`config.mk`:
```
export PLATFORM = sky130hd
export DESIGN_NAME = cct_cycle_gen
export DESIGN_NICKNAME = d
export VERILOG_FILES = /design/src/hdl/cct_pkg.sv /design/src/hdl/cct_count_sel.sv /design/src/hdl/cct_cycle_gen.sv
export SDC_FILE = /design/constraint.sdc
export NUM_CORES = 1
export LEC_CHECK = 0
export BUFFER_PORTS_ARGS = -buffer_cell sky130_fd_sc_hd__buf_2
export CORE_MARGIN = 5
export CORE_UTILIZATION = 44
export CTS_CLUSTER_DIAMETER = 40
export DETAILED_ROUTE_END_ITERATION = 10
export HOLD_SLACK_MARGIN = 0.08
export PLACE_DENSITY = 0.73
export SYNTH_ARGS = -nofsm -noshare
export SYNTH_HDL_FRONTEND = slang
export SYNTH_SLANG_ARGS = --single-unit
```
`constraint.sdc`:
```
create_clock -name clk -period 1.6 [get_ports clk]
set_input_delay 0.32 -clock clk [delete_from_list [all_inputs] [get_ports clk]]
set_output_delay 0.32 -clock clk [all_outputs]
set_load 0.05 [all_outputs]
```
`src/hdl/cct_pkg.sv`:
```
package cct_pkg;

	// ------------------------------------------------------------
	// Clock
	// ------------------------------------------------------------
	localparam int CLK_MHZ = 100;

	// ------------------------------------------------------------
	// Address setup counts, in host clock cycles
	// ------------------------------------------------------------
	localparam logic [4:0] SETUP_IO       = 5'h03;
	localparam logic [4:0] SETUP_MEM_UWS0 = 5'h02;
	localparam logic [4:0] SETUP_MEM_UWS1 = 5'h04;

	// ------------------------------------------------------------
	// Command active counts, 8-bit accesses
	// ------------------------------------------------------------
	localparam logic [4:0] ACT8_NOWAIT = 5'h13;
	localparam logic [4:0] ACT8_WAIT   = 5'h17;
	localparam logic [4:0] ACT8_ZWS    = 5'h07;

	// ------------------------------------------------------------
	// Command active counts, 16-bit accesses
	// ------------------------------------------------------------
	localparam logic [4:0] ACT16_IO_NOWAIT = 5'h07;
	localparam logic [4:0] ACT16_IO_WAIT   = 5'h0B;
	localparam logic [4:0] ACT16_MEM_WS0   = 5'h09;
	localparam logic [4:0] ACT16_MEM_WS1   = 5'h0D;
	localparam logic [4:0] ACT16_MEM_WS2   = 5'h11;
	localparam logic [4:0] ACT16_MEM_WS3   = 5'h17;
	localparam logic [4:0] ACT16_MEM_ZWS   = 5'h05;

	// ------------------------------------------------------------
	// Address hold counts
	// ------------------------------------------------------------
	localparam logic [4:0] HOLD_IO       = 5'h02;
	localparam logic [4:0] HOLD_MEM_UWS0 = 5'h02;
	localparam logic [4:0] HOLD_MEM_UWS1 = 5'h03;

	// ------------------------------------------------------------
	// Cycle sequencer states
	// ------------------------------------------------------------
	typedef enum logic [2:0] {
		ST_IDLE,
		ST_SETUP,
		ST_ACTIVE,
		ST_HOLD,
		ST_DONE
	} cct_state_t;

endpackage

```
`src/hdl/cct_count_sel.sv`:
```
`timescale 1ns/100ps
module cct_count_sel
	import cct_pkg::*;
(
	// Cycle attributes
	input  wire logic       is_io,
	input  wire logic       is_16bit,
	input  wire logic [1:0] wait_state_select,
	input  wire logic       zero_wait,
	// Selected counts
	output logic      [4:0] setup_cnt,
	output logic      [4:0] active_cnt,
	output logic      [4:0] hold_cnt
);

	logic upper_wait_select;
	logic any_wait;

	// Upper bit lengthens memory setup and hold
	assign upper_wait_select = wait_state_select[1];
	// I/O uses only the low bit of the wait setting
	assign any_wait = is_io ? wait_state_select[0] : (wait_state_select != 2'h0);

	// Setup and hold lookup
	always_comb begin
		if (is_io) begin
			setup_cnt = SETUP_IO; // RL3
			hold_cnt  = HOLD_IO; // RL6
		end else if (upper_wait_select) begin
			setup_cnt = SETUP_MEM_UWS1; // RL3
			hold_cnt  = HOLD_MEM_UWS1; // RL6
		end else begin
			setup_cnt = SETUP_MEM_UWS0; // RL3
			hold_cnt  = HOLD_MEM_UWS0; // RL6
		end
	end

	// Command active lookup; any wait state overrides zero-wait
	always_comb begin
		if (!is_16bit) begin
			if (any_wait)
				active_cnt = ACT8_WAIT; // RL4
			else if (zero_wait)
				active_cnt = ACT8_ZWS; // RL4
			else
				active_cnt = ACT8_NOWAIT; // RL4
		end else if (is_io) begin
			// Zero-wait has no meaning for 16-bit I/O
			active_cnt = any_wait ? ACT16_IO_WAIT : ACT16_IO_NOWAIT; // RL5
		end else begin
			unique case (wait_state_select)
				2'h0: active_cnt = zero_wait ? ACT16_MEM_ZWS : ACT16_MEM_WS0; // RL5
				2'h1: active_cnt = ACT16_MEM_WS1; // RL5
				2'h2: active_cnt = ACT16_MEM_WS2; // RL5
				2'h3: active_cnt = ACT16_MEM_WS3; // RL5
			endcase
		end
	end

endmodule

```
`src/hdl/cct_cycle_gen.sv`:
```
`timescale 1ns/100ps
// What this block does
// RL1: All setup, active and hold times are counted in host clock cycles.
// RL2: Counts come from the window's wait-state settings.
// RL3: Address setup: I/O 3, memory 2 or 4 by upper wait select.
// RL4: 8-bit command: 19 plain, 23 with wait, 7 zero-wait.
// RL5: 16-bit: I/O 7 or 11; memory 9/13/17/23, zero-wait 5.
// RL6: Address hold: I/O 2, memory 2 or 3 by upper wait select.
// RL7: Counts never undercut the legacy timing, yet stay closest to it.
// RL8: Card wait held asserted stretches the command until released.
// RL9: Strict order: address, setup, command, release, hold, then address change.
module cct_cycle_gen
	import cct_pkg::*;
(
	// Clock and reset
	input  wire logic        clk,
	input  wire logic        nrst,
	// Request from the host target path
	input  wire logic        req_valid,
	output logic             req_ready,
	input  wire logic        req_io,
	input  wire logic        req_16bit,
	input  wire logic        req_write,
	input  wire logic [25:0] req_addr,
	input  wire logic [15:0] req_wdata,
	input  wire logic [1:0]  wait_state_select,
	input  wire logic        zero_wait,
	// Completion
	output logic             done,
	output logic [15:0]      rdata,
	// Card pins
	output logic [25:0]      card_addr,
	output logic             card_addr_valid,
	output logic             card_oe_n,
	output logic             card_we_n,
	output logic             card_iord_n,
	output logic             card_iowr_n,
	output logic [15:0]      card_wdata,
	output logic             card_data_oe,
	input  wire logic [15:0] card_rdata,
	input  wire logic        card_wait_n
);

	// ------------------------------------------------------------
	// Registers
	// ------------------------------------------------------------
	cct_state_t  state_q;
	logic [4:0]  cnt_q;
	logic        io_q;
	logic        write_q;
	logic [4:0]  active_q;
	logic [4:0]  hold_q;
	logic [25:0] addr_q;
	logic [15:0] wdata_q;
	logic [15:0] rdata_q;
	logic        cmd_q;
	logic        wait_meta_q;
	logic        wait_sync_q;
	logic [15:0] data_sync_q;
	logic        capture_q;
	// Lookup results, read only at the take edge; cnt_end marks a phase's last count
	logic [4:0]  setup_sel;
	logic [4:0]  active_sel;
	logic [4:0]  hold_sel;
	logic        cnt_end;

	// ------------------------------------------------------------
	// Count selection from the window settings
	// ------------------------------------------------------------
	cct_count_sel u_sel (
		.is_io             (req_io),
		.is_16bit          (req_16bit),
		.wait_state_select (wait_state_select),
		.zero_wait         (zero_wait),
		.setup_cnt         (setup_sel),
		.active_cnt        (active_sel),
		.hold_cnt          (hold_sel)
	); // RL2 RL7

	// Card wait is asynchronous to the host clock
	// Two stages cost two cycles of lag; wait only stretches, so that costs time, not safety
	always_ff @(posedge clk or negedge nrst) begin
		if (!nrst) begin
			wait_meta_q <= 1'b0;
			wait_sync_q <= 1'b0;
		end else begin
			wait_meta_q <= ~card_wait_n;
			wait_sync_q <= wait_meta_q;
		end
	end

	// Last count of a phase; ready only in idle, so one card cycle at a time
	assign cnt_end   = (cnt_q == 5'h01);
	assign req_ready = (state_q == ST_IDLE);

	// ------------------------------------------------------------
	// Cycle sequencer
	// ------------------------------------------------------------
	// Counts are plain host clock cycles, no other timebase
	always_ff @(posedge clk or negedge nrst) begin
		if (!nrst) begin
			state_q <= ST_IDLE;
			cnt_q   <= 5'h00;
		end else begin
			unique case (state_q)
				ST_IDLE: begin
					if (req_valid) begin
						state_q <= ST_SETUP; // RL9
						cnt_q   <= setup_sel; // RL1 RL3
					end
				end
				ST_SETUP: begin
					if (cnt_end) begin
						state_q <= ST_ACTIVE; // RL9
						cnt_q   <= active_q; // RL4 RL5
					end else begin
						cnt_q <= cnt_q - 5'h01;
					end
				end
				ST_ACTIVE: begin
					// Wait only stretches; it never shortens the minimum
					if (cnt_end && !wait_sync_q) begin
						state_q <= ST_HOLD; // RL8 RL9
						cnt_q   <= hold_q; // RL6
					end else if (!cnt_end) begin
						cnt_q <= cnt_q - 5'h01;
					end
				end
				ST_HOLD: begin
					// Address stays put until the hold count runs out
					if (cnt_end)
						state_q <= ST_DONE; // RL9
					else
						cnt_q <= cnt_q - 5'h01;
				end
				ST_DONE: begin
					// Done stands one cycle, then ready returns
					state_q <= ST_IDLE;
				end
			endcase
		end
	end

	// Request capture; counts frozen for the whole cycle
	always_ff @(posedge clk or negedge nrst) begin
		if (!nrst) begin
			io_q     <= 1'b0;
			write_q  <= 1'b0;
			active_q <= 5'h00;
			hold_q   <= 5'h00;
			addr_q   <= 26'h0000000;
			wdata_q  <= 16'h0000;
		end else if (state_q == ST_IDLE && req_valid) begin
			io_q     <= req_io;
			write_q  <= req_write;
			active_q <= active_sel; // RL2
			hold_q   <= hold_sel; // RL2
			addr_q   <= req_addr; // RL9
			wdata_q  <= req_wdata;
		end
	end

	// Command strobe, registered so it is glitch free on the pins
	always_ff @(posedge clk or negedge nrst) begin
		if (!nrst)
			cmd_q <= 1'b0;
		else if (state_q == ST_SETUP && cnt_end)
			cmd_q <= 1'b1; // RL9
		else if (state_q == ST_ACTIVE && cnt_end && !wait_sync_q)
			cmd_q <= 1'b0; // RL8
	end

	// ------------------------------------------------------------
	// Card read data capture
	// ------------------------------------------------------------
	// Data pins land in a first stage that nothing but the second stage reads
	always_ff @(posedge clk or negedge nrst) begin
		if (!nrst)
			data_sync_q <= 16'h0000;
		else
			data_sync_q <= card_rdata;
	end

	// Marks the cycle after the read strobe's trailing edge
	always_ff @(posedge clk or negedge nrst) begin
		if (!nrst)
			capture_q <= 1'b0;
		else
			capture_q <= (state_q == ST_ACTIVE) && cnt_end && !wait_sync_q && !write_q;
	end

	// Trailing-edge sample moves on a cycle later; the hold phase hides the delay
	always_ff @(posedge clk or negedge nrst) begin
		if (!nrst)
			rdata_q <= 16'h0000;
		else if (capture_q)
			rdata_q <= data_sync_q; // RL9
	end

	// ------------------------------------------------------------
	// Pin drive
	// ------------------------------------------------------------
	// Address, frozen from the take edge to the end of hold
	assign card_addr       = addr_q;
	assign card_addr_valid = (state_q == ST_SETUP) || (state_q == ST_ACTIVE) ||
	                         (state_q == ST_HOLD);

	// Strobes; space and direction freeze before the command rises, so no glitch
	assign card_oe_n       = ~(cmd_q && !io_q && !write_q);
	assign card_we_n       = ~(cmd_q && !io_q && write_q);
	assign card_iord_n     = ~(cmd_q && io_q && !write_q);
	assign card_iowr_n     = ~(cmd_q && io_q && write_q);

	// Write data from the captured request
	assign card_wdata      = wdata_q;
	// Write data spans the whole address window for margin
	assign card_data_oe    = write_q && card_addr_valid;

	// Completion
	assign done            = (state_q == ST_DONE);
	assign rdata           = rdata_q;

endmodule

```
==> results.py, run 1 <==
metrics = {
    "timing": {
        "slew_violations": 0,
        "fin_skew_ns": 0.00720,
        "post-route-min-period_ns": 1.66,
        "rsz0062_at_grt": "true",
        "final.period_utilization_pct": 104,
        "max_freq_ghz": 0.604,
        "worstMarginPinSlew_ns": 0.391,
        "setup_viol": 5,
        "fin_ws_ns": -0.0563,
        "final_hold_viol_count": 0,
        "slew_headroom_pct": 73.8,
    },
    "setup_path": {
        "worstPathArrival_ns": 1.34,
        "path_cells": "or3b_4 -> buf_8",
        "slowest_delay_ns": 0.42,
        "cp-start-kind": "register",
        "critPathKind": "register to primary output",
        "reg2reg_depth": 6,
        "crit_fanout": 2,
        "worstPathRequired_ns": 1.28,
        "slowest_stage": "or3b_4",
        "ff2ff_setup_slack_ns": -0.02,
        "crit_family": "simple AND/OR/NAND/NOR gates",
        "endpoint_kind": "primary output",
        "crit_buf_inv": 1,
        "r2r-end": "cnt_q[4]",
        "reg2reg_from": "cnt_q[1]",
    },
    "synthesis": {
        "yosys.area.top_type": "dfrtp_1",
        "ys.flop_type": "dfrtp_1",
        "avgSynthCellArea_um2": 10.4,
        "synth_seq_cells": 94,
        "netlist-cell-type-count": 46,
        "syn_nets": 426,
        "yosysMostFrequentCell": "nand2_1",
        "netlist_top_cells_count": "nand2_1, dfrtp_1, mux2_2",
        "syn_inst": 356,
        "synth_top_cell_area_share_pct": 63.2,
        "syn_area_um2": 3720,
        "ys_warn_count": 0,
        "synth-seq-area-share_pct": 63.2,
        "netlist_top_cells_area": "dfrtp_1, nand2_1, mux2_2",
        "async_flop_share_pct": 100,
        "synth_enable_flop_cells": 0,
    },
    "global_routing": {
        "track_usage_pct": 19.1,
        "grt_max_degree": 41,
        "antenna_found_initial": 0,
        "grt_pass1_vias": 3278,
        "overflow": 0,
        "grt_pass1_wl_mm": 15.5,
    },
    "floorplanning": {
        "fp.dieH_um": 102,
        "fp.dieArea_um2": 10400,
        "coreArea_um2": 8220,
        "die_x_um": 102,
        "io_pins": 134,
        "start_util_pct": 45.3,
        "rows": 33,
    },
    "clock_tree": {
        "cts_root_buf": "clkbuf_8",
        "htree_levels": 3,
        "cts.sinks": 94,
        "clk_transition_reported_paths_ns": 0.10,
        "cts_tree": "built",
        "worstSkewPairLatency_ns": 0.35,
        "clk_path_buf_depth": 2,
        "cts_buffers": 9,
    },
    "placed_design": {
        "place_area_um2": 4680,
        "hpwl_mm": 6.72,
        "io_buffers": 133,
        "place_ws_ns": -0.0587,
        "gp_congestion": 0.851,
    },
    "job": {
        "cap_violations": 0,
    },
    "drt": {
        "drcViolationCount": 0,
        "routed_via_density": 4.85,
        "drtPass1Iterations": 4,
        "wl_per_cell_um": 14.9,
        "drt.antenna.violating_nets": 0,
        "drt_iter0_markers": 86,
        "routed_wl_mm": 9.56,
        "vias": 3105,
    },
    "cells_and_area": {
        "fin_nets": 600,
        "multi_input_area_um2": 1350,
        "antenna_cells": 0,
        "fill_cells": 670,
        "postLayoutCellArea_um2": 5280,
        "area_growth_pct": 41.9,
        "final_util_pct": 64.3,
        "seqCellArea_um2": 2350,
        "layout-drive-gt1-share_pct": 40.7,
    },
    "min_path": {
        "hold_path_depth": 3,
        "hp-class": "primary input to register",
        "min_to": "card_addr[16]",
        "worstHoldStart": "req_addr[16]",
    },
    "power_and_ir_drop": {
        "total_power_mw": 11.4,
        "powerDensity_nw_per_um2": 2160,
        "vdd_drop_max_v": 0.00113,
        "leakage_nw": 2.83,
    },
    "status": {
        "status": "finished with violations",
        "violations": "setup timing",
    },
}
-- layer usage --
metal  wire [µm]  up-vias  part of all wire, %  GRT usage, %
li1            -     1503                    -             -
met1        3950     1497                   41          23.8
met2        4860       91                   51          32.7
met3         589       14                  6.2          5.26
met4         165        0                  1.7          5.75
met5           0        -                    0             0
-- registers in the layout, indices dropped and copies added, names as in the netlist --
name         cells
wait_sync_q      1
card_addr       26
active_q         5
cmd_q            1
capture_q        1
wait_meta_q      1
data_sync_q     16
write_q          1
state_q          3
io_q             1
card_wdata      16
hold_q           1
cnt_q            5
rdata           16
-- how the worst max path moves through the flow --
stage	from	endpoint	slack, ns	depth (start not counted)
after floorplan	state_q[0]	card_addr[18]	-0.07	7
after global routing	state_q[2]	card_data_oe	-0.12	4
after global placement	cnt_q[1]	cnt_q[4]	-0.02	6
after CTS	state_q[2]	card_data_oe	-0.07	4
after detailed placement	cnt_q[1]	cnt_q[4]	-0.06	6
final	write_q	card_oe_n	-0.06	2
-- placed cells by master, fill, tap and decap left out, types with 3 or more instances in the layout --
| cell | instances |
|---|---|
| buf_12 | 5 |
| clkbuf_8 | 9 |
| buf_8 | 3 |
| inv_8 | 3 |
| buf_2 | 125 |
| o21ai_0 | 7 |
| nor2_1 | 13 |
| mux2_2 | 16 |
| buf_4 | 22 |
| nor3_2 | 3 |
| dlygate4sd3_1 | 18 |
| dfrtp_1 | 92 |
| inv_1 | 9 |
| nand2_1 | 137 |
| a31oi_1 | 7 |
| buf_6 | 7 |
| a211oi_1 | 3 |
-- power breakdown --
group / total, mW / switching [mW] / leakage (nW) / internal (mW)
sequential: 3.80 / 0.566 / 1.17 / 3.23
clock: 1.67 / 0.909 / 0.106 / 0.764
combinational: 5.95 / 4.11 / 1.55 / 1.84
-- metrics by stage --
step | setup TNS, ns | std cells | hold slack, ns
6_report | -0.202 | 640 | 0.150
5_1_grt | -0.802 | 640 | 0.126
4_1_cts | -0.275 | 639 | 0.132
3_5_place_dp | -0.0929 | 598 | 0.243
3_3_place_gp | -0.0226 | 598 | 0.238
2_1_floorplan | -1.64 | 356 | 0.0244
-- cell families (layout without fill, tap and decap cells) --
logic type | after synthesis | after routing | synth area share [%]
AO/OA/AOI/OAI | 36 | 36 | 6.56
adder cells (fa/ha/maj) | 2 | 2 | 0.673
flip-flops | 94 | 94 | 63.2
XOR/XNOR | 2 | 2 | 0.471
buffers and inverters | 28 | 207 | 3.33
multiplexers | 17 | 17 | 5.11
AND/OR/NAND/NOR | 177 | 177 | 20.6
-- layout make-up --
class | instances | share of cell area, %
clock buffer | 9 | 2.35
clock inverter | 7 | 1.68
inverter | 11 | 0.782
multi-input combinational | 234 | 25.5
sequential | 94 | 44.6
tap | 105 | 2.49
timing repair buffer | 180 | 22.6
-- repair_timing --
action / 4_1_cts / 5_1_grt
hold buffers: 18 / 0
setup buffers: 7 / 1
setup endpoints to repair: 10 / 18
pin swaps: 9 / 6
endpoints found under the hold margin: 37 / 0
resized for setup: 17 / 26
-- worst reg2reg max path: stages, from the launching register on --
cell and delay, ns:
dfrtp_1 0.40, inv_2 0.08, ha_4 0.13, or4b_4 0.49, o21ai_2 0.17, nor2_1 0.05
o22a_1 0.19
Power figures use the tool's default switching activity.
==> run 2: changes to the inputs <==
- CELL_PAD_IN_SITES_DETAIL_PLACEMENT: unset -> 1
- CELL_PAD_IN_SITES_GLOBAL_PLACEMENT: unset -> 1
- CORE_UTILIZATION: 44 -> 33
==> run 2 against run 1 <==
- the run still ends with setup timing left
- sequential cell count unchanged
- power increased by 6.0%
- sequential power decreased by 1%
- maximum frequency decreased by 1.8%
- setup slack got worse by 0.031 ns
- global-route usage decreased by 3.1 points
- core utilization decreased by 15 points
- critical endpoint is now card_data_oe
- largest power group unchanged
- highest routed layer unchanged
==> results.py, run 2 (synthesized netlist as in run 1, its figures left out) <==
metrics = {
    "status": {
        "status": "finished with violations",
        "violations": "setup timing",
    },
    "power_and_ir_drop": {
        "powerDensity_nw_per_um2": 2230,
        "leakage_nw": 2.91,
        "internal_power_mw": 6.31,
        "p_sw_mw": 5.80,
        "seqPwrFrac_pct": 31.1,
        "swShare_pct": 47.9,
        "vdd_drop_max_v": 0.00106,
        "p_comb_share_pct": 51.3,
        "pwr-share-clk_pct": 17.6,
    },
    "placed_design": {
        "gp_congestion": 0.814,
        "place_area_um2": 4720,
        "dp.cells": 634,
        "place_ws_ns": -0.0905,
        "hpwl_mm": 7.60,
        "io_buffers": 133,
    },
    "clock_tree": {
        "cts.sinks": 94,
        "clk_path_buf_depth": 2,
        "worstSkewPairLatency_ns": 0.35,
        "cts_buffers": 9,
        "clk_transition_reported_paths_ns": 0.07,
        "cts_tree": "built",
        "htree_levels": 3,
        "cts_root_buf": "clkbuf_16",
    },
    "drt": {
        "routed_via_density": 4.66,
        "drtPass1Iterations": 4,
        "vias": 3183,
        "routed_wl_mm": 10.8,
        "drcViolationCount": 0,
        "drt.antenna.violating_nets": 0,
        "wl_per_cell_um": 15.8,
        "drt_iter0_markers": 140,
    },
    "setup_path": {
        "critPathKind": "register to primary output",
        "worstPathRequired_ns": 1.28,
        "cp-start-kind": "register",
        "crit_fanout": 3,
        "worstPathArrival_ns": 1.37,
        "endpoint_kind": "primary output",
    },
    "timing": {
        "slew_violations": 0,
        "final_hold_viol_count": 0,
        "post-route-min-period_ns": 1.69,
        "slew_headroom_pct": 70.9,
        "worstMarginPinSlew_ns": 0.437,
        "fin_skew_ns": 0.00959,
        "rsz0062_at_grt": "true",
        "final.period_utilization_pct": 105,
        "fin_ws_ns": -0.0873,
        "max_freq_ghz": 0.593,
        "tns_ns": -0.299,
        "setup_viol": 7,
    },
    "cells_and_area": {
        "stdcell_count": 683,
        "layout-drive-gt1-share_pct": 42.0,
        "antenna_cells": 0,
        "largest_reg_flops": 26,
        "area_growth_pct": 46.2,
        "layout_common_cells": "nand2_1, buf_2, dfrtp_1",
        "postLayoutCellArea_um2": 5440,
        "fin_nets": 608,
        "final_common_cell": "nand2_1",
    },
    "floorplanning": {
        "coreArea_um2": 10900,
        "die_x_um": 116,
        "start_util_pct": 34.0,
        "fp.dieArea_um2": 13500,
        "io_pins": 134,
        "fp.dieH_um": 116,
        "rows": 38,
    },
    "global_routing": {
        "grt_pass1_wl_mm": 17.0,
        "overflow": 0,
        "grt_max_degree": 37,
        "grt_pass1_vias": 3453,
        "antenna_found_initial": 0,
        "track_usage_pct": 16.0,
    },
    "job": {
        "cap_violations": 0,
    },
    "min_path": {
        "hp-class": "primary input to register",
    },
}
[run 2: timing repair]
action	CTS	global route
pin swaps	7	6
setup endpoints to repair	12	45
gates cloned	0	1
hold endpoints to repair	36	3
resized for setup	18	16
hold buffers	12	3
setup buffers	14	4
[run 2: power by group through the flow]
stage	Combinational [mW]	Clock [mW]	Sequential, mW
after floorplan	1.79	0	6.01
after global placement	5.49	0	3.79
after detailed placement	5.63	0	3.83
after CTS	6.04	2.21	3.78
after global routing	6.66	2.32	3.88
final	6.21	2.13	3.76
[run 2: area by class of cell]
class,instances,area [µm²]
Sequential cell,94,2360
Timing Repair Buffer,188,1230
Tap cell,140,175
Clock inverter,7,77.6
Clock buffer,9,225
Inverter,11,41.3
Multi-Input combinational cell,234,1330
Fill cell,1254,5500
[run 2: path summary, 6_finish.rpt]
path	startpoint	end	slack, ns	cells past startpoint
max	state_q[2]	card_data_oe	-0.09	4
min reg2reg	wait_meta_q	wait_sync_q	0.36	0
min	card_rdata[0]	data_sync_q[0]	0.1	1
max in group asynchronous	nrst	rdata[3]	0.60	3
min in group asynchronous	nrst	active_q[2]	0.47	2
max reg2reg	cnt_q[1]	cnt_q[0]	-0.03	6
[run 2: per-stage QoR]
| step | total power, mW | hold WS, ns | util, % |
|---|---|---|---|
| finish | 12.1 | 0.0980 | 49.7 |
| floorplan | 7.80 | 0.0244 | - |
| global placement | 9.27 | 0.287 | 43.1 |
| global route | 12.9 | 0.0842 | 49.7 |
| CTS | 12.0 | 0.0806 | 48.4 |
| detailed placement | 9.46 | 0.289 | 43.1 |
[run 2: per-layer routing]
metal,track usage (%),vias up,routed length (µm)
met5,0,-,0
met4,5.10,0,131
met3,3.99,12,632
met2,27.4,82,5560
met1,19.9,1566,4490
li1,-,1523,-
[run 2: critical path, stage by stage, from the launching register on]
cell	delay [ns]
dfrtp_2	0.45
o21bai_2	0.22
inv_2	0.08
and2_4	0.14
buf_8	0.13
==> run 3: changes to the inputs <==
- clock period: 1.6 -> 1.5 ns (I/O delays scaled with it)
==> run 3 against run 2 <==
- clock skew decreased by 0.00056 ns
- final cell count up 1.0%
- sequential share of layout area down 1.3 points
- die area did not move
- register-to-register slack got worse by 0.16 ns
- sequential cell count stayed put
- global-route usage is 1.6 points higher
- largest power group unchanged
- largest cell class unchanged
- the flow still finishes with violations (setup timing)
- clock power is 4% higher
==> results.py, run 3 (synthesized netlist as in run 1, its figures left out) <==
metrics = {
    "status": {
        "status": "finished with violations",
        "violations": "setup timing",
    },
    "global_routing": {
        "grt_pass1_vias": 3719,
        "antenna_found_initial": 0,
        "track_usage_pct": 17.6,
        "grt_pass1_wl_mm": 18.4,
        "grt_max_degree": 39,
        "overflow": 0,
    },
    "placed_design": {
        "hpwl_mm": 7.90,
        "dp.cells": 641,
        "gp_congestion": 0.788,
        "io_buffers": 133,
        "place_ws_ns": -0.177,
        "place_area_um2": 4800,
    },
    "cells_and_area": {
        "largest_reg_flops": 26,
        "antenna_cells": 0,
        "fin_nets": 615,
        "area_growth_pct": 50.6,
        "layout-drive-gt1-share_pct": 43.3,
        "stdcell_count": 690,
        "postLayoutCellArea_um2": 5600,
        "final_common_cell": "nand2_1",
        "layout_common_cells": "nand2_1, buf_2, dfrtp_1",
        "final_util_pct": 51.2,
    },
    "setup_path": {
        "path_common_cell": "buf_6",
        "path_cells": "inv_2 -> ha_4 -> buf_6 -> nor4b_4 -> buf_6 -> nand2b_4 -> o21a_1 -> o22a_1",
        "reg2reg_depth": 8,
        "worstPathArrival_ns": 1.92,
        "cp-start-kind": "register",
        "slowest_delay_ns": 0.40,
        "slowest_stage": "dfrtp_1",
        "worstPathRequired_ns": 1.74,
        "crit_fanout": 7,
        "critPathKind": "register to register",
        "endpoint_kind": "register",
    },
    "timing": {
        "hold_ws_ns": 0.0940,
        "max_freq_ghz": 0.592,
        "fin_ws_ns": -0.188,
        "worstMarginPinSlew_ns": 0.363,
        "post-route-min-period_ns": 1.69,
        "final_hold_viol_count": 0,
        "slew_violations": 0,
        "setup_viol": 16,
        "slew_headroom_pct": 75.8,
        "final.period_utilization_pct": 113,
        "rsz0062_at_grt": "true",
        "tns_ns": -1.68,
        "fin_skew_ns": 0.00904,
    },
    "power_and_ir_drop": {
        "total_power_mw": 13.2,
        "vdd_drop_max_v": 0.00107,
        "powerDensity_nw_per_um2": 2360,
        "leakage_nw": 2.98,
    },
    "min_path": {
        "hold_path_depth": 2,
        "hp-class": "primary input to register",
    },
    "drt": {
        "vias": 3257,
        "drtPass1Iterations": 4,
        "drt.antenna.violating_nets": 0,
        "routed_via_density": 4.72,
        "routed_wl_mm": 11.6,
        "drt_iter0_markers": 179,
        "wl_per_cell_um": 16.8,
        "drcViolationCount": 0,
    },
    "floorplanning": {
        "fp.dieH_um": 116,
        "die_x_um": 116,
        "coreArea_um2": 10900,
        "io_pins": 134,
        "start_util_pct": 34.0,
        "rows": 38,
        "fp.dieArea_um2": 13500,
    },
    "job": {
        "cap_violations": 0,
    },
    "clock_tree": {
        "clk_transition_reported_paths_ns": 0.07,
        "cts.sinks": 94,
        "clk_path_buf_depth": 2,
        "worstSkewPairLatency_ns": 0.35,
        "cts_tree": "built",
        "cts_buffers": 9,
        "htree_levels": 3,
        "cts_root_buf": "clkbuf_16",
    },
}
[run 3: changes by cell type in the layout (fill, tap and decap cells not counted), moves of 2 or more]
| cell | change |
|---|---|
| clkinv_8 | -2 |
| dlygate4sd3_1 | +2 |
| buf_4 | -3 |
| buf_6 | +9 |
| buf_12 | +3 |
| o21ai_0 | -3 |
| clkbuf_8 | +2 |
| buf_2 | -2 |
| o21ai_1 | +2 |
[run 3: final timing paths]
| path | startpoint | endpoint | slack, ns |
|---|---|---|---|
| min in group asynchronous | nrst | card_wdata[0] | 0.40 |
| hold / removal | card_wait_n | wait_meta_q | 0.09 |
| setup / recovery | cnt_q[1] | cmd_q | -0.19 |
| max in group asynchronous | nrst | data_sync_q[9] | 0.56 |
| setup reg to reg | cnt_q[1] | cmd_q | -0.19 |
| hold reg to reg | wait_meta_q | wait_sync_q | 0.36 |
[run 3: area by class of cell]
cell class / instances / area (µm²)
clock inverter: 4 / 30.0
multi-input combinational: 234 / 1390
inverter: 11 / 41.3
fill: 1242 / 5330
clock buffer: 12 / 256
sequential: 94 / 2360
timing repair buffer: 195 / 1360
tap: 140 / 175
[run 3: worst max-delay path: cells and delay by family (launching register included)]
kind / cells / cell delay (ns)
AO/OA/AOI/OAI: 2 / 0.40
adder cells (fa/ha/maj): 1 / 0.14
buffers and inverters: 3 / 0.38
flip-flops: 1 / 0.40
AND/OR/NAND/NOR: 2 / 0.27
[run 3: routing by layer]
metal | up-vias | global-route usage [%] | part of all wire [%]
met5 | - | 0 | 0
met2 | 93 | 31.0 | 52
li1 | 1533 | - | -
met4 | 0 | 5.72 | 2.1
met1 | 1611 | 20.2 | 40
met3 | 20 | 5.91 | 6.0
[run 3: report_power, final]
part           switching [mW]  leakage [nW]  internal, mW  total [mW]
Clock                   0.999         0.139          1.22        2.22
Sequential              0.591          1.17          3.46        4.05
Combinational            4.67          1.67          2.30        6.97
[run 3: repair_timing]
item,CTS,global route
buffers inserted,9,7
endpoints found under the setup margin,18,36
hold endpoints to repair,36,0
resized for setup,41,11
hold buffers,17,0
cloned,0,1
pin swaps,11,14
